==> src/logic/owc_pkg.sv <==
// constants for the oscillator warm-up counter: map, fields, encodings
// assumes a 32-bit avalon-mm slave with byte addresses, one word per register
package owc_pkg;

  // register byte offsets, one aligned word each
  localparam logic [7:0] OFS_LOW_CTRL = 8'h00; // low_timer_control
  localparam logic [7:0] OFS_HIGH_CTRL = 8'h04; // high_timer_control
  localparam logic [7:0] OFS_CMP_LOW = 8'h08; // compare_low_byte
  localparam logic [7:0] OFS_CMP_HIGH = 8'h0C; // compare_high_byte
  localparam logic [7:0] OFS_COUNT = 8'h10; // live counter, read only
  localparam logic [7:0] OFS_IRQ_STS = 8'h14; // sticky status, write one
  localparam logic [7:0] OFS_IRQ_MASK = 8'h18; // interrupt mask
  localparam logic [7:0] OFS_STATUS = 8'h1C; // block state, read only

  // field positions inside both timer control bytes
  localparam int unsigned CTRL_INIT_BIT = 7; // out_flop_init
  localparam int unsigned CTRL_SRC_LSB = 4; // source clock field, 3 bits
  localparam int unsigned CTRL_RUN_BIT = 3; // cascade_run_bit (high timer)
  localparam int unsigned CTRL_MODE_LSB = 0; // mode field, 3 bits

  // encodings
  localparam logic [2:0] MODE_CASCADE = 3'h3; // low timer: 16-bit cascade
  localparam logic [2:0] MODE_WARMUP = 3'h5; // high timer: warm-up counter
  localparam logic [2:0] SRC_SLOW = 3'h4; // low timer source: slow osc

  // status bit positions
  localparam int unsigned STS_MATCH_BIT = 0; // warm-up match event
  localparam int unsigned ST_RUN_BIT = 0; // counter running
  localparam int unsigned ST_VARIANT_BIT = 1; // 1: slow variant selected
  localparam int unsigned ST_WARMUP_BIT = 2; // warm-up mode configured

  // reset values
  localparam logic [7:0] RST_CTRL = 8'h00;
  localparam logic [7:0] RST_CMP = 8'h00;

  // oscillator rates and the resulting warm-up spans
  localparam int unsigned SLOW_OSC_HZ = 32768;
  localparam int unsigned FAST_OSC_HZ = 16000000;
  localparam logic [15:0] WARM_MIN_CMP = 16'h0100; // shortest setting
  localparam logic [15:0] WARM_MAX_CMP = 16'hFF00; // longest setting
  localparam real SLOW_MIN_MS = 7.81; // slow variant at minimum setting
  localparam real SLOW_MAX_S = 1.99; // slow variant at maximum setting
  localparam real FAST_MIN_US = 16.0; // fast variant at minimum setting
  localparam real FAST_MAX_MS = 4.08; // fast variant at maximum setting

  // synchroniser depth for oscillator pins
  localparam int unsigned SYNC_STAGES = 2;

endpackage : owc_pkg

==> src/logic/owc_warmup_counter.sv <==
// oscillator warm-up counter: two cascaded 8-bit timers as one 16-bit
// up-counter, clocked by oscillator ticks, with avalon-mm registers.
// assumes a 125 mhz clk_i, oscillator clocks arriving as raw pins, and a
// master that holds its request until waitrequest is seen low.
//
// Summary of operation
// (RULE_01) two 8-bit timers chained as 16-bit counter
// (RULE_02) slow and fast warm-up variants supported
// (RULE_03) software keeps output flop inits at zero
// (RULE_04) match uses upper compare byte only
// (RULE_05) run bit starts, clearing it stops
// (RULE_06) on match clear counter, raise interrupt
// (RULE_07) slow variant times slow oscillator start-up
// (RULE_08) software enables slow oscillator before slow warm-up
// (RULE_09) after slow match: stop, select slow, fast off
// (RULE_10) software enables fast oscillator before fast warm-up
// (RULE_11) after fast match: stop, select fast, slow off
// (RULE_12) slow: 0100H about 7.81ms, FF00H 1.99s
// (RULE_13) fast: 0100H 16us, FF00H 4.08ms
// (RULE_14) software writes 05H to high control
// (RULE_15) slow warm-up low control value is 43H
// (RULE_16) stopped counter holds, raises no match

`timescale 1ns/1ns

module owc_warmup_counter
  import owc_pkg::*;
#(
  parameter int unsigned ADDR_W = 8 // avalon byte address width
) (
  input wire logic clk_i,
  input wire logic rst_b_i,
  input wire logic [ADDR_W-1:0] avs_address_i,
  input wire logic avs_read_i,
  input wire logic avs_write_i,
  input wire logic [31:0] avs_writedata_i,
  input wire logic [3:0] avs_byteenable_i,
  output logic [31:0] avs_readdata_o,
  output logic avs_waitrequest_o,
  input wire logic slow_osc_clock_i,
  input wire logic fast_osc_clock_i,
  output logic warmup_match_irq_o,
  output logic divider_out_pin_o,
  output logic pulse_width_pin_o
);

  // the decode needs all eight offset bits, the upper ones must be zero;
  // refused at elaboration so a bad width never builds
  if (ADDR_W < 8 || ADDR_W > 32) begin : g_addr_w_check
    $error("owc_warmup_counter: ADDR_W must be 8 to 32");
  end

  // one-hot counter states
  typedef enum logic [1:0] {
    ST_IDLE = 2'b01, // stopped or not in warm-up mode
    ST_COUNT = 2'b10 // cascade counting oscillator ticks
  } owc_state_type;

  // all state of the block
  typedef struct packed {
    logic [7:0] low_ctrl; // low_timer_control
    logic [7:0] high_ctrl; // high_timer_control
    logic [7:0] cmp_low; // compare_low_byte, stored only
    logic [7:0] cmp_high; // compare_high_byte
    logic [15:0] cnt; // cascaded up-counter
    logic sts_match; // sticky match status
    logic msk_match; // mask for the match status
    owc_state_type st; // counter state
    logic slow_s1; // slow pin, first sync flop
    logic slow_s2; // slow pin, second sync flop
    logic slow_prev; // slow pin, edge history
    logic fast_s1; // fast pin, first sync flop
    logic fast_s2; // fast pin, second sync flop
    logic fast_prev; // fast pin, edge history
    logic match; // one-cycle match pulse
    logic irq; // interrupt output flop
    logic waitreq; // avalon waitrequest flop
    logic [31:0] rdata; // avalon readdata flop
    logic pin_low; // low timer output flop
    logic pin_high; // high timer output flop
  } owc_regs_type;

  owc_regs_type r_q; // registered state
  owc_regs_type r_d; // next state

  // true when the byte address hits the given word offset
  function automatic logic hit(input logic [ADDR_W-1:0] a,
                               input logic [7:0] ofs);
    hit = (a == ADDR_W'(ofs));
  endfunction : hit

  // combinational helpers
  logic slow_tick; // rising edge of synchronised slow oscillator
  logic fast_tick; // rising edge of synchronised fast oscillator
  logic src_slow; // low timer sourced from the slow oscillator
  logic tick; // counting tick from the selected source
  logic warmup; // both timers set up for warm-up cascade
  logic run; // cascade_run_bit
  logic [15:0] target; // match value, lower byte forced to zero
  logic [15:0] cnt_inc; // counter plus one
  logic wr_fire; // write taken at this edge
  logic lane0; // low byte lane enabled
  logic clr_match; // software clears the sticky match bit
  logic [31:0] rd_word; // read mux

  // next-state logic: sync, count, bus, interrupt
  always_comb begin
    r_d = r_q;
    // two-flop synchronisers; only the second flop feeds the edge detect
    r_d.slow_s1 = slow_osc_clock_i;
    r_d.slow_s2 = r_q.slow_s1;
    r_d.slow_prev = r_q.slow_s2;
    r_d.fast_s1 = fast_osc_clock_i;
    r_d.fast_s2 = r_q.fast_s1;
    r_d.fast_prev = r_q.fast_s2;
    slow_tick = r_q.slow_s2 & ~r_q.slow_prev;
    fast_tick = r_q.fast_s2 & ~r_q.fast_prev;

    // source select picks the variant: slow ticks time the slow start-up
    src_slow = (r_q.low_ctrl[CTRL_SRC_LSB +: 3] == SRC_SLOW); // [RULE_02]
    tick = src_slow ? slow_tick : fast_tick; // [RULE_07]
    warmup = (r_q.high_ctrl[CTRL_MODE_LSB +: 3] == MODE_WARMUP) &&
             (r_q.low_ctrl[CTRL_MODE_LSB +: 3] == MODE_CASCADE);
    run = r_q.high_ctrl[CTRL_RUN_BIT];
    // spans scale with the source: 0100H is 256 ticks, FF00H 65280, so
    // the slow source spans milliseconds to seconds, the fast one micro-
    // to milliseconds; only whole steps of 256 ticks can be set
    // lower compare byte never takes part in the match
    target = {r_q.cmp_high, 8'h00}; // [RULE_04]
    cnt_inc = r_q.cnt + 16'h0001; // [RULE_01]
    r_d.match = 1'b0;

    // counter state machine
    case (r_q.st)
      ST_IDLE: begin
        // counter holds, no match while stopped
        if (run && warmup) begin
          r_d.st = ST_COUNT; // [RULE_05]
        end
      end
      ST_COUNT: begin
        if (!(run && warmup)) begin
          r_d.st = ST_IDLE; // [RULE_05] [RULE_16]
        end else if (tick) begin
          if (cnt_inc == target) begin // [RULE_12] [RULE_13]
            // clear and flag; keeps running until software stops it
            r_d.cnt = 16'h0000; // [RULE_06]
            r_d.match = 1'b1; // [RULE_06]
          end else begin
            r_d.cnt = cnt_inc; // [RULE_01]
          end
        end
      end
      default: begin
        r_d.st = ST_IDLE;
      end
    endcase

    // bus: one wait cycle, the write lands on the edge waitrequest is low
    wr_fire = avs_write_i && !r_q.waitreq;
    lane0 = avs_byteenable_i[0];
    clr_match = 1'b0;
    if (wr_fire && lane0) begin
      if (hit(avs_address_i, OFS_LOW_CTRL)) begin
        r_d.low_ctrl = avs_writedata_i[7:0]; // [RULE_15]
      end else if (hit(avs_address_i, OFS_HIGH_CTRL)) begin
        r_d.high_ctrl = avs_writedata_i[7:0]; // [RULE_14]
      end else if (hit(avs_address_i, OFS_CMP_LOW)) begin
        r_d.cmp_low = avs_writedata_i[7:0];
      end else if (hit(avs_address_i, OFS_CMP_HIGH)) begin
        r_d.cmp_high = avs_writedata_i[7:0];
      end else if (hit(avs_address_i, OFS_IRQ_STS)) begin
        clr_match = avs_writedata_i[STS_MATCH_BIT];
      end else if (hit(avs_address_i, OFS_IRQ_MASK)) begin
        r_d.msk_match = avs_writedata_i[STS_MATCH_BIT];
      end
    end

    // sticky match bit: a match in the clearing cycle wins
    r_d.sts_match = (r_q.sts_match & ~clr_match) | r_d.match; // [RULE_06]
    r_d.irq = r_d.sts_match & r_d.msk_match;

    // timer pins follow the init bits; zero keeps them quiet in warm-up
    r_d.pin_low = r_d.low_ctrl[CTRL_INIT_BIT];
    r_d.pin_high = r_d.high_ctrl[CTRL_INIT_BIT];

    // read mux; unmapped offsets read zero
    rd_word = 32'h0000_0000;
    if (hit(avs_address_i, OFS_LOW_CTRL)) begin
      rd_word[7:0] = r_q.low_ctrl;
    end else if (hit(avs_address_i, OFS_HIGH_CTRL)) begin
      rd_word[7:0] = r_q.high_ctrl;
    end else if (hit(avs_address_i, OFS_CMP_LOW)) begin
      rd_word[7:0] = r_q.cmp_low;
    end else if (hit(avs_address_i, OFS_CMP_HIGH)) begin
      rd_word[7:0] = r_q.cmp_high;
    end else if (hit(avs_address_i, OFS_COUNT)) begin
      rd_word[15:0] = r_q.cnt;
    end else if (hit(avs_address_i, OFS_IRQ_STS)) begin
      rd_word[STS_MATCH_BIT] = r_q.sts_match;
    end else if (hit(avs_address_i, OFS_IRQ_MASK)) begin
      rd_word[STS_MATCH_BIT] = r_q.msk_match;
    end else if (hit(avs_address_i, OFS_STATUS)) begin
      rd_word[ST_RUN_BIT] = (r_q.st == ST_COUNT);
      rd_word[ST_VARIANT_BIT] = src_slow;
      rd_word[ST_WARMUP_BIT] = warmup;
    end

    // handshake: first cycle of a request captures data and drops wait
    if ((avs_read_i || avs_write_i) && r_q.waitreq) begin
      r_d.waitreq = 1'b0;
      r_d.rdata = avs_read_i ? rd_word : 32'h0000_0000;
    end else begin
      r_d.waitreq = 1'b1;
    end
  end

  // state register; waitrequest idles high so no request slips through
  always_ff @(posedge clk_i or negedge rst_b_i) begin
    if (!rst_b_i) begin
      r_q <= '0;
      r_q.low_ctrl <= RST_CTRL;
      r_q.high_ctrl <= RST_CTRL;
      r_q.cmp_low <= RST_CMP;
      r_q.cmp_high <= RST_CMP;
      r_q.st <= ST_IDLE;
      r_q.waitreq <= 1'b1;
    end else begin
      r_q <= r_d;
    end
  end

  // outputs straight from flops; timer pins copy the init bits as is
  assign avs_readdata_o = r_q.rdata;
  assign avs_waitrequest_o = r_q.waitreq;
  assign warmup_match_irq_o = r_q.irq;
  assign divider_out_pin_o = r_q.pin_low;
  assign pulse_width_pin_o = r_q.pin_high;

  // checks on the counting core
  AST_HOLD_STOPPED: assert property ( // [RULE_16]
    @(posedge clk_i) disable iff (!rst_b_i)
    (r_q.st == ST_IDLE) |=> ($stable(r_q.cnt) && !r_q.match))
    else $error("counter moved or matched while stopped");

  AST_START: assert property ( // [RULE_05]
    @(posedge clk_i) disable iff (!rst_b_i)
    (r_q.st == ST_IDLE && run && warmup) |=> (r_q.st == ST_COUNT))
    else $error("run bit did not start the counter");

  AST_STOP: assert property ( // [RULE_05]
    @(posedge clk_i) disable iff (!rst_b_i)
    (r_q.st == ST_COUNT && !run) |=> (r_q.st == ST_IDLE))
    else $error("clearing the run bit did not stop the counter");

  AST_STEP: assert property ( // [RULE_01]
    @(posedge clk_i) disable iff (!rst_b_i)
    (r_q.st == ST_COUNT && run && warmup && tick && cnt_inc != target)
    |=> (r_q.cnt == $past(r_q.cnt) + 16'h0001))
    else $error("cascade did not advance by one on a tick");

  AST_MATCH_CLEAR: assert property ( // [RULE_06]
    @(posedge clk_i) disable iff (!rst_b_i)
    r_q.match |-> (r_q.cnt == 16'h0000 && r_q.sts_match)
    ##1 (r_q.irq == r_q.msk_match || !r_q.sts_match))
    else $error("match did not clear the counter and flag");

  AST_UPPER_ONLY: assert property ( // [RULE_04]
    @(posedge clk_i) disable iff (!rst_b_i)
    r_q.match |-> ($past(r_q.cnt[7:0]) == 8'hFF &&
                   $past(r_q.cnt[15:8]) + 8'h01 == $past(r_q.cmp_high)))
    else $error("match fired away from the upper compare byte");

  AST_VARIANT_SRC: assert property ( // [RULE_02] [RULE_07]
    @(posedge clk_i) disable iff (!rst_b_i)
    (r_q.st == ST_COUNT && run && warmup && src_slow && !slow_tick)
    |=> $stable(r_q.cnt))
    else $error("slow variant counted without a slow tick");

  AST_IRQ_LEVEL: assert property ( // [RULE_06]
    @(posedge clk_i) disable iff (!rst_b_i)
    r_q.irq == (r_q.sts_match && r_q.msk_match))
    else $error("unmasked status without interrupt");

  AST_ONE_WAIT: assert property (
    @(posedge clk_i) disable iff (!rst_b_i)
    ((avs_read_i || avs_write_i) && r_q.waitreq) |=> !r_q.waitreq
    ##1 r_q.waitreq)
    else $error("waitrequest did not drop for exactly one cycle");

  // a compare hit on a tick clears and flags in one step
  AST_MATCH_EVENT: assert property ( // [RULE_06] [RULE_12] [RULE_13]
    @(posedge clk_i) disable iff (!rst_b_i)
    (r_q.st == ST_COUNT && run && warmup && tick && cnt_inc == target)
    |=> (r_q.match && r_q.sts_match && r_q.cnt == 16'h0000))
    else $error("compare hit did not clear the counter and flag");

  // no run bit or no warm-up setup: counter frozen, no event
  AST_HALT_QUIET: assert property ( // [RULE_16] [RULE_05]
    @(posedge clk_i) disable iff (!rst_b_i)
    !(run && warmup) |=> (!r_q.match && $stable(r_q.cnt)))
    else $error("counter moved or matched without run and warm-up");

  // the fast variant only advances on a fast tick
  AST_FAST_SRC: assert property ( // [RULE_02]
    @(posedge clk_i) disable iff (!rst_b_i)
    (r_q.st == ST_COUNT && run && warmup && !src_slow && !fast_tick)
    |=> $stable(r_q.cnt))
    else $error("fast variant counted without a fast tick");

  // writing one clears the flag unless a match lands in the same cycle
  AST_W1C: assert property (
    @(posedge clk_i) disable iff (!rst_b_i)
    (clr_match && !r_d.match) |=> !r_q.sts_match)
    else $error("write-one did not clear the match status");

  // the flag stays until software clears it
  AST_STICKY: assert property ( // [RULE_06]
    @(posedge clk_i) disable iff (!rst_b_i)
    (r_q.sts_match && !clr_match) |=> r_q.sts_match)
    else $error("match status dropped without a clear");

  // pins mirror the init bits, so zero bits keep them quiet
  AST_PINS_FOLLOW: assert property (
    @(posedge clk_i) disable iff (!rst_b_i)
    (r_q.pin_low == r_q.low_ctrl[CTRL_INIT_BIT] &&
     r_q.pin_high == r_q.high_ctrl[CTRL_INIT_BIT]))
    else $error("timer pin does not follow its init bit");

  // no request, no completion: waitrequest idles high
  AST_WAIT_IDLE: assert property (
    @(posedge clk_i) disable iff (!rst_b_i)
    !(avs_read_i || avs_write_i) |=> r_q.waitreq)
    else $error("waitrequest dropped with no request");

  // read data is the register state seen when the request was taken
  AST_READ_CAPTURE: assert property (
    @(posedge clk_i) disable iff (!rst_b_i)
    (avs_read_i && r_q.waitreq) |=> (avs_readdata_o == $past(rd_word)))
    else $error("read data differs from the addressed register");

  // state register only ever holds one of the two codes
  AST_STATE_LEGAL: assert property (
    @(posedge clk_i) disable iff (!rst_b_i)
    (r_q.st == ST_IDLE || r_q.st == ST_COUNT))
    else $error("counter state left its one-hot codes");

endmodule : owc_warmup_counter
==> config.mk <==
export PLATFORM = sky130hd
export DESIGN_NAME = owc_warmup_counter
export DESIGN_NICKNAME = d
export VERILOG_FILES = /design/src/logic/owc_pkg.sv /design/src/logic/owc_warmup_counter.sv
export SDC_FILE = /design/constraint.sdc
export NUM_CORES = 1
export LEC_CHECK = 0
export ABC_AREA = 1
export BUFFER_PORTS_ARGS = -buffer_cell sky130_fd_sc_hd__buf_2
export CORE_ASPECT_RATIO = 1.25
export CORE_MARGIN = 1.5
export CORE_UTILIZATION = 55
export CTS_BUF_LIST = sky130_fd_sc_hd__clkbuf_4 sky130_fd_sc_hd__clkbuf_8 sky130_fd_sc_hd__clkbuf_16
export DETAILED_ROUTE_END_ITERATION = 10
export PLACE_DENSITY_LB_ADDON = 0.1
export SLEW_MARGIN = 10
export SYNTH_ARGS = -nofsm -noshare
export SYNTH_HDL_FRONTEND = slang
export SYNTH_SLANG_ARGS = --single-unit
==> constraint.sdc <==
create_clock -name clk_i -period 2.1 [get_ports clk_i]
set_clock_uncertainty 0.15 [all_clocks]
set_input_delay 0.21 -clock clk_i [delete_from_list [all_inputs] [get_ports clk_i]]
set_output_delay 0.21 -clock clk_i [all_outputs]
set_load 0.01 [all_outputs]
==> run_results.csv <==
group,metric,value,unit
run_status,outcome,"finished with violations",
run_status,failed_checks,"setup timing",
power_and_ir_drop,p_leak,0.00241,uW
critical_path,worstPathArrival,2.22,ns
power_and_ir_drop,pwr-share-seq,53.0,%
logic_synthesis,yosys_warnings,0,
global_route,grt_pass1_vias,3356,
clock_tree,cts-root-buf,"clkbuf_8",
floorplan,coreArea,7310,um2
power_and_ir_drop,vdd_drop_max,454,uV
worst_hold_path,hold_path_class,"input port to flop",
placement,gp_congestion,0.892,
floorplan,ios,86,
logic_synthesis,synth.largest_area_cell,"dfrtp_1",
cells_and_area,fin_util,65.9,%
global_route,grt.total_usage,25.9,%
logic_synthesis,ys_seq_area_share,46.5,%
detailed_routing,drc,0,
critical_path,path_cells,"nand2_2, nor2_4, buf_4, nand3_1, nand2_1, nand2_1, nand2_1, nand2_1, nor2_2, nand2_2, nor2_4, nand2_4, nand3_1, nand2_1",
floorplan,die_h,99.5,um
critical_path,cpMostUsedCell,"nand2_1",
logic_synthesis,synth-seq-cells,76,
detailed_routing,wl_per_cell,14.2,um
logic_synthesis,synthTopCellsByArea,"dfrtp_1 (45%), nand2_1 (14%), o21ai_0 (6.3%)",
timing,finalHoldViolations,0,
power_and_ir_drop,swShare,25.4,%
timing,period_share,102,%
cells_and_area,fill_cells,665,
detailed_routing,drt_iter0_markers,236,
power_and_ir_drop,clockPowerShare,41.3,%
power_and_ir_drop,cellPowerDensity,585,nW/um2
timing,fmax,469,MHz
critical_path,start_kind,"flop",
clock_tree,path_clk_slew,0.09,ns
critical_path,slowest_delay,0.47,ns
cells_and_area,fin_nets,646,
cells_and_area,regArea,1910,um2
timing,holdWs,0.0230,ns
critical_path,required,2.19,ns
clock_tree,cts_inserted_buffers,9,
global_route,grt_overflow,0,
placement,port_buffers,42,
power_and_ir_drop,combPwrFrac,5.6,%
critical_path,end_kind,"flop",
critical_path,cp_top_family,"simple AND/OR/NAND/NOR gates",
timing,final.setup.worst_slack,-0.0336,ns
cells_and_area,drive_above_1_share,23.5,%
placement,dp_hpwl,7110,um
detailed_routing,drt-pass1-iter-count,5,
floorplan,std_cell_rows,35,
global_route,grt_max_degree,51,
detailed_routing,num_vias,3628,
logic_synthesis,netlist.area_leader.share,45.2,%
cells_and_area,diodes,0,
logic_synthesis,ys_types,37,
global_route,grt_pass1_wl,15700,um
critical_path,critPathMaxFanout,6,
logic_synthesis,synthCells,527,
global_route,antenna_found_initial,0,
floorplan,start_util,56.0,%
cells_and_area,multiInputGateArea,1840,um2
clock_tree,cts_tree,"built",
floorplan,die-area,7980,um2
logic_synthesis,syn_avg_cell_area,7.78,um2
power_and_ir_drop,power_switching,715,uW
clock_tree,numClockSinks,76,
flow_run,maxCapViolCount,0,
detailed_routing,ant_nets,0,
clock_tree,clkLatencyLatePin,0.35,ns
cells_and_area,syn_to_final_growth,17.6,%
timing,drv_slew,0,
logic_synthesis,syn_area,4100,um2
critical_path,reg2reg_setup_slack,-0.03,ns
critical_path,crit_path_top_delay_cell,"dfrtp_2",
timing,finalSetupViolations,10,
critical_path,worst-path-buf-inv,1,
detailed_routing,drt-total-wl,9820,um
critical_path,crit_type,"flop to flop",
clock_tree,ctsLongestPathBuffers,2,
timing,period_minus_slack,2.13,ns
floorplan,dieWidth,80.2,um
timing,rsz0062_at_grt,"yes",
power_and_ir_drop,intPower,2100,uW
clock_tree,cts.htree.levels,3,
detailed_routing,routed_via_density,5.24,
-- per-layer routing --
metal	global-route usage, %	part of all wire, %	wire (um)
met5	0	0	0
met4	8.22	2.0	198
met3	3.94	3.8	377
met2	45.4	52	5120
met1	32.5	42	4120
-- metrics by stage --
| stage | area (um2) | setup WS (ns) | cells | power [uW] | setup TNS (ns) |
|---|---|---|---|---|---|
| floorplan | 4160 | 0.209 | 542 | 1620 | 0 |
| global placement | 4400 | 0.0430 | 659 | 1670 | 0 |
| detailed placement | 4400 | 0.0201 | 659 | 1680 | 0 |
| CTS | 4640 | 0.00600 | 678 | 2830 | 0 |
| global route | 4820 | -0.109 | 692 | 2920 | -1.09 |
| finish | 4820 | -0.0336 | 692 | 2820 | -0.170 |
-- logic make-up after synthesis --
kind of cell | share of synthesized area, %
AND/OR/NAND/NOR | 28.6
buffers and inverters | 12.1
AO/OA/AOI/OAI | 11.1
flip-flops | 46.5
XOR/XNOR | 1.19
adder cells (fa/ha/maj) | 0.305
other | 0.0915
multiplexers | 0.275
-- cell usage after synthesis --
master    instances
conb_1            1
o21ai_0          52
nand4_1           8
buf_2             2
a21oi_2           1
a21oi_1           8
nand3_2           5
nand2_1         153
xnor2_1           1
nand2_4           1
buf_6             1
nand2_2           4
nand3_1          27
nor3_2            2
inv_1            55
a31oi_1           2
clkbuf_1          5
nor2_2            5
nor2_4            3
mux2_2            1
xor2_1            2
nand3b_1          4
xnor3_1           1
o22ai_1           4
inv_2             2
buf_4            32
o31ai_1           1
nor3_1            3
o221ai_1          1
ha_1              1
a221oi_1          2
o211ai_1          3
dfrtp_1          74
o21ai_1          10
dfstp_2           2
nor2_1           42
or2_2             6
-- power by group through the flow --
stage	registers (uW)	clock network, uW	logic (uW)
detailed placement	1520	0	156
CTS	1490	1180	160
global route	1500	1230	184
global placement	1520	0	152
floorplan	1520	0	93.4
finish	1490	1160	159
-- placed cells by master, fill, tap and decap left out, types with 3 or more instances in the layout --
| cell type | instances |
|---|---|
| nand2_1 | 147 |
| dfrtp_1 | 71 |
| inv_1 | 55 |
| o21ai_0 | 52 |
| buf_2 | 41 |
| nor2_1 | 40 |
| buf_4 | 34 |
| nand3_1 | 26 |
| conb_1 | 16 |
| o21ai_1 | 10 |
| nand2_2 | 9 |
| clkbuf_8 | 9 |
| nand4_1 | 8 |
| a21oi_1 | 8 |
| nor2_4 | 6 |
| or2_2 | 6 |
| nor2_2 | 4 |
| nand3_2 | 4 |
| nand3b_1 | 4 |
| o22ai_1 | 4 |
| nand2_4 | 3 |
| nor3_2 | 3 |
| o211ai_1 | 3 |
| inv_6 | 3 |
| dlygate4sd3_1 | 3 |
| dfrtp_2 | 3 |
-- cell type report --
cell class	count	area share, %
clock buffer	9	2.57
tap	92	2.39
sequential	76	39.6
multi-input combinational	370	38.1
clock inverter	7	1.66
timing repair buffer	81	11.2
inverter	57	4.44
-- worst paths after layout --
kind	start	to	cells past startpoint
max in group asynchronous	rst_b_i	avs_waitrequest_o	3
min in group asynchronous	rst_b_i	r_q[40]	2
min reg2reg	r_d[41]	r_d[40]	0
max	r_q[49]	r_q[55]	14
min	avs_writedata_i[7]	r_q[70]	3
max reg2reg	r_q[49]	r_q[55]	14
-- flip-flops by register name, summed over array words and instances (netlist names) --
signal,cells
warmup_match_irq_o,1
r_q,54
r_d,4
avs_readdata_o,16
avs_waitrequest_o,1
-- worst min-delay path: cells and delay by family --
family	cells	cell delay [ns]
buf+inv	2	0.14
compound gates	1	0.14
-- what timing repair did --
action,in CTS,in global routing
setup endpoints to repair,3,12
pin swaps,0,6
gates resized for setup,1,21
hold buffers,3,0
endpoints found under the hold margin,32,0
buffers inserted,0,13
cloned,0,1
Power figures use the tool's default switching activity.
